`config.mk`:
```
export PLATFORM = sky130hd
export DESIGN_NAME = bsd_exec
export DESIGN_NICKNAME = d
export VERILOG_FILES = /design/src/rtl/bsd_pkg.sv /design/src/rtl/bsd_exec.sv
export VERILOG_INCLUDE_DIRS = /design/src /design/src/rtl
export SDC_FILE = /design/constraint.sdc
export NUM_CORES = 2
export LEC_CHECK = 0
export ABC_AREA = 1
export ABC_CLOCK_PERIOD_IN_PS = 3650
export BUFFER_PORTS_ARGS = -buffer_cell sky130_fd_sc_hd__buf_2
export CAP_MARGIN = 20
export CORE_UTILIZATION = 41
export DETAILED_ROUTE_END_ITERATION = 10
export GPL_ROUTABILITY_DRIVEN = 0
export PLACE_DENSITY_LB_ADDON = 0.1
export SKIP_CTS_REPAIR_TIMING = 1
export SLEW_MARGIN = 20
export SYNTH_ARGS = -nofsm -noshare
export SYNTH_HDL_FRONTEND = slang
export SYNTH_SLANG_ARGS = --single-unit
export TNS_END_PERCENT = 100
```
`constraint.sdc`:
```
create_clock -name pclk -period 3.65 [get_ports pclk]
set_input_delay 0.365 -clock pclk [delete_from_list [all_inputs] [get_ports pclk]]
set_output_delay 0.365 -clock pclk [all_outputs]
set_load 0.02 [all_outputs]
```
`src/rtl/bsd_defs.svh`:
```
// What this block does
// - Skip next instruction if chosen I/O bit is zero; 1, 2 or 3 cycles.
// - Skip next instruction if chosen I/O bit is one; 1, 2 or 3 cycles.
// - Generic flag branch: PC gets PC+k+1 when flag s matches; 1 or 2 cycles.
// - Equal branch on zero flag one, unequal branch on zero flag zero.
// - Carry-high and unsigned-less branch on carry one; the others on carry zero.
// - Negative branch on negative flag one, positive branch on it zero.
// - Signed greater-equal branch when N xor V is zero; less-than when one.
// - Half-carry branches on half-carry flag one or zero; 1 or 2 cycles.
// - Transfer branches on transfer flag one or zero; 1 or 2 cycles.
// - Overflow branches add k+1 on overflow flag one or zero.
// - Interrupt-state branches on global interrupt flag one or zero.
// - Force I/O bit to one or zero, flags untouched, two cycles.
// - Logical left shift, zero into bit 0, updates Z C N V, one cycle.
// - Logical right shift, zero into bit 7, updates Z C N V, one cycle.
// - Rotates through carry in either direction, update Z C N V, one cycle.
// - Nibble exchange in one cycle with no flag change.
// - Register bit to transfer flag and back, one cycle each.
`ifndef BSD_DEFS_SVH
`define BSD_DEFS_SVH
`define BSD_ADDR_CMD 12'h000
`define BSD_ADDR_PC 12'h004
`define BSD_ADDR_FLAGS 12'h008
`define BSD_ADDR_STATUS 12'h00c
`define BSD_GPR_BASE 4'h1
`define BSD_IO_BASE 4'h2
`define BSD_PC_RST 16'h0000
`define BSD_FLAGS_RST 8'h00
`define BSD_BYTE_RST 8'h00
`define BSD_PC_STEP 16'h0001
`define BSD_PC_SKIP1 16'h0002
`define BSD_PC_SKIP2 16'h0003
`define BSD_CYC_ONE 2'h1
`define BSD_CYC_TWO 2'h2
`define BSD_CYC_THREE 2'h3
`define BSD_FL_C 0
`define BSD_FL_Z 1
`define BSD_FL_N 2
`define BSD_FL_V 3
`define BSD_FL_S 4
`define BSD_FL_H 5
`define BSD_FL_T 6
`define BSD_FL_I 7
`define BSD_ST_BUSY 0
`define BSD_ST_TAKEN 1
`define BSD_ST_CYC_LO 2
`endif

```
`src/rtl/bsd_pkg.sv`:
```
package bsd_pkg;
  typedef enum logic [5:0] {
    op_nop, op_skip_if_io_bit_zero, op_skip_if_io_bit_one,
    op_branch_on_flag_high, op_branch_on_flag_low, op_branch_equal, op_branch_unequal,
    op_branch_carry_high, op_branch_carry_low, op_branch_unsigned_ge, op_branch_unsigned_lt,
    op_branch_negative, op_branch_positive, op_branch_signed_ge, op_branch_signed_lt,
    op_branch_half_carry_high, op_branch_half_carry_low, op_branch_transfer_high,
    op_branch_transfer_low, op_branch_overflow_high, op_branch_overflow_low,
    op_branch_irq_on, op_branch_irq_off, op_io_bit_force_one, op_io_bit_force_zero,
    op_shift_left_logical, op_shift_right_logical, op_rotate_up_via_carry,
    op_rotate_down_via_carry, op_shift_right_signed, op_nibble_exchange,
    op_flag_force_one, op_flag_force_zero, op_reg_bit_to_transfer, op_transfer_to_reg_bit,
    op_carry_force_one, op_carry_force_zero, op_negative_force_one, op_negative_force_zero,
    op_zero_flag_force_one, op_zero_flag_force_zero
  } bsd_op_e;

  // Instruction word written to the command register
  typedef struct packed {
    logic [3:0] pad;
    logic next_two_word;
    logic [6:0] k;
    logic [2:0] bitsel;
    logic [5:0] io;
    logic [4:0] rd;
    logic [5:0] op;
  } bsd_cmd_s;

  typedef logic [7:0] bsd_byte_t;
endpackage

```
`src/rtl/bsd_exec.sv`:
```
// The register offsets and register access over APB are this design's own decisions.
`timescale 1ns/1ps
`include "bsd_defs.svh"
module bsd_exec #(
  parameter int NUM_GPR = 32,
  parameter int NUM_IO = 64
) (
  // Clock and reset
  input wire logic pclk,
  input wire logic presetn,
  // APB slave
  input wire logic [11:0] paddr,
  input wire logic psel,
  input wire logic penable,
  input wire logic pwrite,
  input wire logic [31:0] pwdata,
  output logic [31:0] prdata,
  output logic pready,
  output logic pslverr,
  // Core state
  output logic busy,
  output logic [15:0] pc
);
  import bsd_pkg::*;

  logic [15:0] pc_r;
  bsd_byte_t flags_r;
  bsd_byte_t gpr_r [NUM_GPR];
  bsd_byte_t io_r [NUM_IO];
  logic [1:0] cnt_r;
  logic taken_r;
  logic [1:0] last_cyc_r;
  logic pready_r;
  logic pslverr_r;
  logic [31:0] prdata_r;

  bsd_cmd_s cmd;
  bsd_op_e op;
  bsd_byte_t rd_v;
  bsd_byte_t io_v;
  bsd_byte_t res;
  bsd_byte_t io_nv;
  bsd_byte_t fl;
  logic [15:0] pc_nxt;
  logic [15:0] k_ext;
  logic [1:0] cyc;
  logic gpr_we;
  logic io_we;
  logic branch;
  logic skip;
  logic take;
  logic shift;
  logic sc;
  logic busy_r;

  logic setup;
  logic acc;
  logic is_gpr;
  logic is_io;
  logic mapped;
  logic start;
  logic cmd_refused;
  logic [31:0] rdata;

  assign setup = psel & ~penable;
  assign acc = psel & penable & pready_r;
  assign is_gpr = (paddr[11:8] == `BSD_GPR_BASE) && (32'(paddr[7:2]) < NUM_GPR);
  assign is_io = (paddr[11:8] == `BSD_IO_BASE) && (32'(paddr[7:2]) < NUM_IO);
  assign mapped = is_gpr | is_io | (paddr == `BSD_ADDR_CMD) | (paddr == `BSD_ADDR_PC)
    | (paddr == `BSD_ADDR_FLAGS) | (paddr == `BSD_ADDR_STATUS);
  assign cmd_refused = pwrite && (paddr == `BSD_ADDR_CMD) && busy_r;
  // Refusal is decided at setup, so the error answer and the start always agree
  assign start = acc & pwrite & (paddr == `BSD_ADDR_CMD) & ~pslverr_r;

  // Decode and execute the instruction carried by the write data
  always_comb begin
    cmd = bsd_cmd_s'(pwdata);
    op = bsd_op_e'(cmd.op);
    rd_v = gpr_r[cmd.rd];
    io_v = io_r[cmd.io];
    k_ext = {{9{cmd.k[6]}}, cmd.k};
    res = rd_v;
    io_nv = io_v;
    fl = flags_r;
    gpr_we = 1'b0;
    io_we = 1'b0;
    branch = 1'b0;
    skip = 1'b0;
    take = 1'b0;
    shift = 1'b0;
    sc = flags_r[`BSD_FL_C];
    cyc = `BSD_CYC_ONE;
    unique case (op)
      op_skip_if_io_bit_zero: begin skip = 1'b1; take = ~io_v[cmd.bitsel]; end
      op_skip_if_io_bit_one: begin skip = 1'b1; take = io_v[cmd.bitsel]; end
      op_branch_on_flag_high: begin branch = 1'b1; take = flags_r[cmd.bitsel]; end
      op_branch_on_flag_low: begin branch = 1'b1; take = ~flags_r[cmd.bitsel]; end
      op_branch_equal: begin branch = 1'b1; take = flags_r[`BSD_FL_Z]; end
      op_branch_unequal: begin branch = 1'b1; take = ~flags_r[`BSD_FL_Z]; end
      op_branch_carry_high, op_branch_unsigned_lt: begin
        branch = 1'b1;
        take = flags_r[`BSD_FL_C];
      end
      op_branch_carry_low, op_branch_unsigned_ge: begin
        branch = 1'b1;
        take = ~flags_r[`BSD_FL_C];
      end
      op_branch_negative: begin branch = 1'b1; take = flags_r[`BSD_FL_N]; end
      op_branch_positive: begin branch = 1'b1; take = ~flags_r[`BSD_FL_N]; end
      op_branch_signed_ge: begin
        branch = 1'b1;
        take = ~(flags_r[`BSD_FL_N] ^ flags_r[`BSD_FL_V]);
      end
      op_branch_signed_lt: begin
        branch = 1'b1;
        take = flags_r[`BSD_FL_N] ^ flags_r[`BSD_FL_V];
      end
      op_branch_half_carry_high: begin branch = 1'b1; take = flags_r[`BSD_FL_H]; end
      op_branch_half_carry_low: begin branch = 1'b1; take = ~flags_r[`BSD_FL_H]; end
      op_branch_transfer_high: begin branch = 1'b1; take = flags_r[`BSD_FL_T]; end
      op_branch_transfer_low: begin branch = 1'b1; take = ~flags_r[`BSD_FL_T]; end
      op_branch_overflow_high: begin branch = 1'b1; take = flags_r[`BSD_FL_V]; end
      op_branch_overflow_low: begin branch = 1'b1; take = ~flags_r[`BSD_FL_V]; end
      op_branch_irq_on: begin branch = 1'b1; take = flags_r[`BSD_FL_I]; end
      op_branch_irq_off: begin branch = 1'b1; take = ~flags_r[`BSD_FL_I]; end
      op_io_bit_force_one: begin
        io_we = 1'b1;
        io_nv[cmd.bitsel] = 1'b1;
        cyc = `BSD_CYC_TWO;
      end
      op_io_bit_force_zero: begin
        io_we = 1'b1;
        io_nv[cmd.bitsel] = 1'b0;
        cyc = `BSD_CYC_TWO;
      end
      op_shift_left_logical: begin shift = 1'b1; res = {rd_v[6:0], 1'b0}; sc = rd_v[7]; end
      op_shift_right_logical: begin
        shift = 1'b1;
        res = {1'b0, rd_v[7:1]};
        sc = rd_v[0];
      end
      op_rotate_up_via_carry: begin
        shift = 1'b1;
        res = {rd_v[6:0], flags_r[`BSD_FL_C]};
        sc = rd_v[7];
      end
      op_rotate_down_via_carry: begin
        shift = 1'b1;
        res = {flags_r[`BSD_FL_C], rd_v[7:1]};
        sc = rd_v[0];
      end
      op_shift_right_signed: begin
        shift = 1'b1;
        res = {rd_v[7], rd_v[7:1]};
        sc = rd_v[0];
      end
      op_nibble_exchange: begin gpr_we = 1'b1; res = {rd_v[3:0], rd_v[7:4]}; end
      op_flag_force_one: fl[cmd.bitsel] = 1'b1;
      op_flag_force_zero: fl[cmd.bitsel] = 1'b0;
      op_reg_bit_to_transfer: fl[`BSD_FL_T] = rd_v[cmd.bitsel];
      op_transfer_to_reg_bit: begin
        gpr_we = 1'b1;
        res[cmd.bitsel] = flags_r[`BSD_FL_T];
      end
      op_carry_force_one: fl[`BSD_FL_C] = 1'b1;
      op_carry_force_zero: fl[`BSD_FL_C] = 1'b0;
      op_negative_force_one: fl[`BSD_FL_N] = 1'b1;
      op_negative_force_zero: fl[`BSD_FL_N] = 1'b0;
      op_zero_flag_force_one: fl[`BSD_FL_Z] = 1'b1;
      op_zero_flag_force_zero: fl[`BSD_FL_Z] = 1'b0;
      op_nop: ;
      default: ;
    endcase
    if (shift) begin
      gpr_we = 1'b1;
      fl[`BSD_FL_C] = sc;
      fl[`BSD_FL_Z] = (res == `BSD_BYTE_RST);
      fl[`BSD_FL_N] = res[7];
      fl[`BSD_FL_V] = res[7] ^ sc;
    end
    pc_nxt = pc_r + `BSD_PC_STEP;
    if (branch && take) begin
      pc_nxt = pc_r + k_ext + `BSD_PC_STEP;
      cyc = `BSD_CYC_TWO;
    end
    if (skip && take) begin
      pc_nxt = pc_r + (cmd.next_two_word ? `BSD_PC_SKIP2 : `BSD_PC_SKIP1);
      cyc = cmd.next_two_word ? `BSD_CYC_THREE : `BSD_CYC_TWO;
    end
  end

  // Program counter and flags: instruction at start, software writes otherwise
  always_ff @(posedge pclk or negedge presetn) begin
    if (!presetn) begin
      pc_r <= `BSD_PC_RST;
      flags_r <= `BSD_FLAGS_RST;
    end else if (start) begin
      pc_r <= pc_nxt;
      flags_r <= fl;
    end else if (acc && pwrite && paddr == `BSD_ADDR_PC) begin
      pc_r <= pwdata[15:0];
    end else if (acc && pwrite && paddr == `BSD_ADDR_FLAGS) begin
      flags_r <= pwdata[7:0];
    end
  end

  // Register file and I/O space
  always_ff @(posedge pclk or negedge presetn) begin
    if (!presetn) begin
      for (int i = 0; i < NUM_GPR; i++) gpr_r[i] <= `BSD_BYTE_RST;
      for (int i = 0; i < NUM_IO; i++) io_r[i] <= `BSD_BYTE_RST;
    end else if (start) begin
      if (gpr_we) gpr_r[cmd.rd] <= res;
      if (io_we) io_r[cmd.io] <= io_nv;
    end else if (acc && pwrite && is_gpr) begin
      gpr_r[paddr[6:2]] <= pwdata[7:0];
    end else if (acc && pwrite && is_io) begin
      io_r[paddr[7:2]] <= pwdata[7:0];
    end
  end

  // Cycle counter: busy for every cycle after the first
  always_ff @(posedge pclk or negedge presetn) begin
    if (!presetn) begin
      cnt_r <= 2'h0;
      busy_r <= 1'b0;
      taken_r <= 1'b0;
      last_cyc_r <= 2'h0;
    end else if (start) begin
      cnt_r <= cyc - `BSD_CYC_ONE;
      busy_r <= (cyc != `BSD_CYC_ONE);
      taken_r <= take & (branch | skip);
      last_cyc_r <= cyc;
    end else if (busy_r) begin
      cnt_r <= cnt_r - 2'h1;
      busy_r <= (cnt_r != 2'h1);
    end
  end

  always_comb begin
    rdata = 32'h0;
    if (is_gpr) rdata[7:0] = gpr_r[paddr[6:2]];
    else if (is_io) rdata[7:0] = io_r[paddr[7:2]];
    else if (paddr == `BSD_ADDR_PC) rdata[15:0] = pc_r;
    else if (paddr == `BSD_ADDR_FLAGS) rdata[7:0] = flags_r;
    else if (paddr == `BSD_ADDR_STATUS) begin
      rdata[`BSD_ST_BUSY] = busy_r;
      rdata[`BSD_ST_TAKEN] = taken_r;
      rdata[`BSD_ST_CYC_LO +: 2] = last_cyc_r;
    end
  end

  // APB answer: one wait-free access phase, error on unmapped or busy command
  always_ff @(posedge pclk or negedge presetn) begin
    if (!presetn) begin
      pready_r <= 1'b0;
      pslverr_r <= 1'b0;
      prdata_r <= 32'h0;
    end else begin
      pready_r <= setup;
      if (setup) begin
        pslverr_r <= ~mapped | cmd_refused;
        prdata_r <= pwrite ? 32'h0 : rdata;
      end
    end
  end

  assign prdata = prdata_r;
  assign pready = pready_r;
  assign pslverr = pslverr_r;
  assign busy = busy_r;
  assign pc = pc_r;

  // Helper state for checks
  bsd_byte_t rd_q;
  logic bit_q;
  always_ff @(posedge pclk or negedge presetn) begin
    if (!presetn) begin
      rd_q <= `BSD_BYTE_RST;
      bit_q <= 1'b0;
    end else begin
      rd_q <= rd_v;
      bit_q <= rd_v[cmd.bitsel];
    end
  end
endmodule // bsd_exec

```
==> impl_metrics.yaml <==
status:
  outcome: "finished clean"
setup_path:
  cp-start-kind: "input port"
  timing.critical_path.cells: "buf_2 > inv_1 > nor3_2 > o21ai_0 > buf_4 > nand2_1 > nor2_1 > nand2_1 > o21ai_0 > o21ai_4 > buf_4 > buf_4 > nand2_1 > a22oi_1"
  crit_family: "simple AND/OR/NAND/NOR gates"
  arrival_ns: 3.93
  crit_path_end_kind: "register"
  slowest_delay_ns: 0.93
  critical_path.max_fanout: 14
  timing.critical_path.slowest_stage_cell: "sky130_fd_sc_hd__nor3_2"
  crit_buf_inv: 5
  cp_data_required_time_ns: 4.30
  crit_type: "in -> reg"
sta:
  finalClockSkew_ns: 0.04489
  crit_path_time_final_ns: 3.287
  hold_viol: 0
  finalSetupTns_ns: 0
  rsz0062_at_grt: "no"
  slew_headroom_pct: 21.15
  fmaxAchievable_ghz: 0.3042
  fin_hold_ws_ns: 0.06184
  maxSlewViolCount: 0
  measured_slew_at_the_worst_slew_check_pin_ns: 1.176
  finalSetupViolCount: 0
  timing.final.crit_share_pct: 90.05
drt:
  drt.antenna.violating_nets: 0
  postRouteWirelength_um: 272200
  avgViaCountPerCell: 6.295
  drt_first_pass_iters: 7
  drc: 0
  num_vias: 61450
  dr.first_iter.drc_count: 9029
  routed_wire_length_per_instance_um: 27.88
floorplan:
  start_util_pct: 41.26
  die_area_um2: 133600
  fp-row-count: 133
  floorplan.io_pins: 100
  die-width_um: 365.5
  core_region_area_um2: 131300
  floorplan.die.height_um: 365.5
placement:
  detailedPlacementHpwl_um: 187400
  place.port_buffers: 79
  place_inst: 9578
pwr:
  static-leakage-power_nw: 29.26
  power.clock.fraction_pct: 44.6
  worst_ir_drop_vdd_uv: 347.8
  power.switching_w: 0.007064
  pwr-share-comb_pct: 15.7
  seq_power_share_pct: 39.7
  net_sw_share_pct: 30.89
  power_report.internal_total_w: 0.01581
  power_per_cell_area_nw_per_um2: 362.2
layout:
  finalNetCount: 7998
  ff_latch_area_um2: 20420
  area_taken_by_multi_input_logic_gates_um2: 28890
  filler_cell_count: 13180
  final_layout_size_suffix_gt1_share_pct: 13.18
  post_layout_nonfiller_instances: 9762
  area.growth.synth_to_final_pct: 16.58
clocking:
  cts-htree-levels: 3
  clk_latency_ns: 0.74
  clock-sinks: 816
  cts_tree: "built"
  tritoncts.num_buffers: 100
  cts.root.buffer_cell: "sky130_fd_sc_hd__clkbuf_16"
  worst_setup_hold_path_clk_slew_ns: 0.06
  number_of_buffers_on_the_longest_clock_path: 3
synth:
  synth_edf_count: 0
  yosysTopAreaCellShare_pct: 37.70
  post_synth_inst_count: 7717
  synth_top_family_by_area: "compound AO/OA/AOI/OAI gates"
  yosys_most_used_dff: "sky130_fd_sc_hd__dfrtp_1"
  synth_xor_xnor_area_share_pct: 0.6629
  yosys.cell_count.top_type: "sky130_fd_sc_hd__nand2_1"
  synth_common_cells: "sky130_fd_sc_hd__nand2_1, sky130_fd_sc_hd__a21oi_1, sky130_fd_sc_hd__dfrtp_1, sky130_fd_sc_hd__inv_1, sky130_fd_sc_hd__a22oi_1"
  simple_gate_area_share_of_the_yosys_netlist_pct: 23.22
  synth.yosys.warnings: 0
  synth_fa_ha_area_share_pct: 0.4989
  syn-cell-area_um2: 54170
  asyncSetResetFlopFracSynth_pct: 100.0
  synth_cell_types: 55
  yosysSeqAreaShare_pct: 37.70
  seq_cells_post_synth: 816
  synth.avg_cell_area_um2: 7.019
  netlist_top_cells_area: "sky130_fd_sc_hd__dfrtp_1, sky130_fd_sc_hd__nand2_1, sky130_fd_sc_hd__a21oi_1"
  synth.area.mux_share_pct: 0.01848
  compound_gate_fraction_of_synth_area_pct: 28.54
  synthDominantAreaCellType: "sky130_fd_sc_hd__dfrtp_1"
flow_run:
  cap_violations: 0
global_route:
  number_of_global_route_vias_before_repair: 57110
  grt_antenna_before_repair: 9
  first_pass_grt_wire_length_um: 393600
  grt_start_max_net_pins: 129
  grtUsageTotal_pct: 39.97
  grt_overflow: 0
hold_path:
  worst_hold_path_type: "in -> reg"
flip-flops by register name, summed over array words and instances (netlist names), 2 cells and up, named ones only:
register	count
prdata	16
cnt_r	2
last_cyc_r	2
io_r	512
flags_r	4
pc	16
gpr_r	256
power by group through the flow:
stage	Sequential, W	Clock (W)	Combinational (W)
after floorplan	0.00925	0	0.00137
after global placement	0.00925	0	0.00340
after detailed placement	0.00925	0	0.00339
after CTS	0.00909	0.0102	0.00341
after global routing	0.00908	0.0106	0.00361
final	0.00909	0.0102	0.00358
per-stage QoR:
step	setup WS, ns	cell area, um^2	power, W	utilization, %
after CTS	0.3948	63090	0.02273	48.05
after detailed placement	-0.03137	59880	0.01264	45.61
final	0.3630	63150	0.02287	48.10
after global routing	0.1335	63130	0.02327	48.09
after floorplan	0.9298	54230	0.01062	-
after global placement	-0.1183	59880	0.01265	45.61
path summary, 6_finish.rpt:
kind                             end  slack (ns)        from  cells after the start
hold / removal               pslverr        0.06      pwrite                      5
hold reg to reg            prdata[6]        0.47   prdata[6]                      2
setup / recovery           io_r[239]        0.36  pwdata[16]                     14
min in group asynchronous  io_r[233]        0.18     presetn                      2
setup reg to reg            cnt_r[1]        0.38   io_r[166]                     19
max in group asynchronous  io_r[175]        2.28     presetn                      4
final cells by class:
type	count	area share, %
antenna	7	0.02774
clock buffer	143	4.567
clock inverter	31	0.5251
inverter	754	4.506
multi-input combinational	5642	45.75
sequential	816	32.34
tap	1755	3.477
timing repair buffer	614	8.815
logic make-up after synthesis:
kind of cell / after synthesis
xor+xnor: 41
other cells: 1
simple gates: 3062
buf+inv: 1274
mux: 1
compound gates: 2501
flops: 816
fa+ha+maj: 21
worst reg2reg max path: stages (launching register included):
cell	delay (ns)
sky130_fd_sc_hd__dfrtp_1	0.35
sky130_fd_sc_hd__inv_1	0.12
sky130_fd_sc_hd__nand2_1	0.07
sky130_fd_sc_hd__o211ai_1	0.09
sky130_fd_sc_hd__nand2_1	0.07
sky130_fd_sc_hd__o21ai_0	0.44
sky130_fd_sc_hd__nand2_1	0.35
sky130_fd_sc_hd__nor2_1	0.17
sky130_fd_sc_hd__nand2_1	0.19
sky130_fd_sc_hd__nand2_1	0.11
sky130_fd_sc_hd__nand2_1	0.06
sky130_fd_sc_hd__nor2_1	0.18
sky130_fd_sc_hd__nand3_1	0.15
sky130_fd_sc_hd__nand2_2	0.12
sky130_fd_sc_hd__inv_2	0.05
sky130_fd_sc_hd__nand3_1	0.10
sky130_fd_sc_hd__o21ai_0	0.11
sky130_fd_sc_hd__ha_1	0.28
sky130_fd_sc_hd__mux2i_1	0.12
sky130_fd_sc_hd__inv_1	0.05
layer usage:
metal  track usage [%]  part of all wire [%]  vias to the layer above
met5            0.7625                 0.071                        -
met4             25.53                   7.4                       10
met3             10.25                    12                     1019
met2             57.93                    42                     4143
met1             52.66                    39                    29380
li1                  -                     -                    26900
layout by cell type (no fill, tap or decap), types with 9 or more instances in the layout:
| master | count |
|---|---|
| sky130_fd_sc_hd__o21ai_0 | 274 |
| sky130_fd_sc_hd__nor3_2 | 11 |
| sky130_fd_sc_hd__nor3_1 | 29 |
| sky130_fd_sc_hd__nor2_2 | 119 |
| sky130_fd_sc_hd__clkbuf_1 | 21 |
| sky130_fd_sc_hd__a221oi_1 | 153 |
| sky130_fd_sc_hd__conb_1 | 16 |
| sky130_fd_sc_hd__xor2_1 | 32 |
| sky130_fd_sc_hd__o21ai_1 | 34 |
| sky130_fd_sc_hd__o21ai_2 | 65 |
| sky130_fd_sc_hd__nand2_2 | 10 |
| sky130_fd_sc_hd__o221ai_1 | 22 |
| sky130_fd_sc_hd__inv_1 | 695 |
| sky130_fd_sc_hd__buf_4 | 451 |
| sky130_fd_sc_hd__a22oi_1 | 530 |
| sky130_fd_sc_hd__inv_2 | 47 |
| sky130_fd_sc_hd__nand4_1 | 39 |
| sky130_fd_sc_hd__o2111ai_1 | 15 |
| sky130_fd_sc_hd__clkbuf_8 | 23 |
| sky130_fd_sc_hd__buf_2 | 69 |
| sky130_fd_sc_hd__nor2_1 | 503 |
| sky130_fd_sc_hd__dfrtp_1 | 816 |
| sky130_fd_sc_hd__a21oi_1 | 1033 |
| sky130_fd_sc_hd__clkinv_1 | 9 |
| sky130_fd_sc_hd__clkinv_2 | 19 |
| sky130_fd_sc_hd__nand2_1 | 1971 |
| sky130_fd_sc_hd__nand3_1 | 345 |
| sky130_fd_sc_hd__xnor2_1 | 9 |
| sky130_fd_sc_hd__clkbuf_16 | 100 |
| sky130_fd_sc_hd__ha_1 | 20 |
| sky130_fd_sc_hd__buf_12 | 88 |
| sky130_fd_sc_hd__o211ai_1 | 71 |
| sky130_fd_sc_hd__o22ai_1 | 252 |
Power figures use the tool's default switching activity.
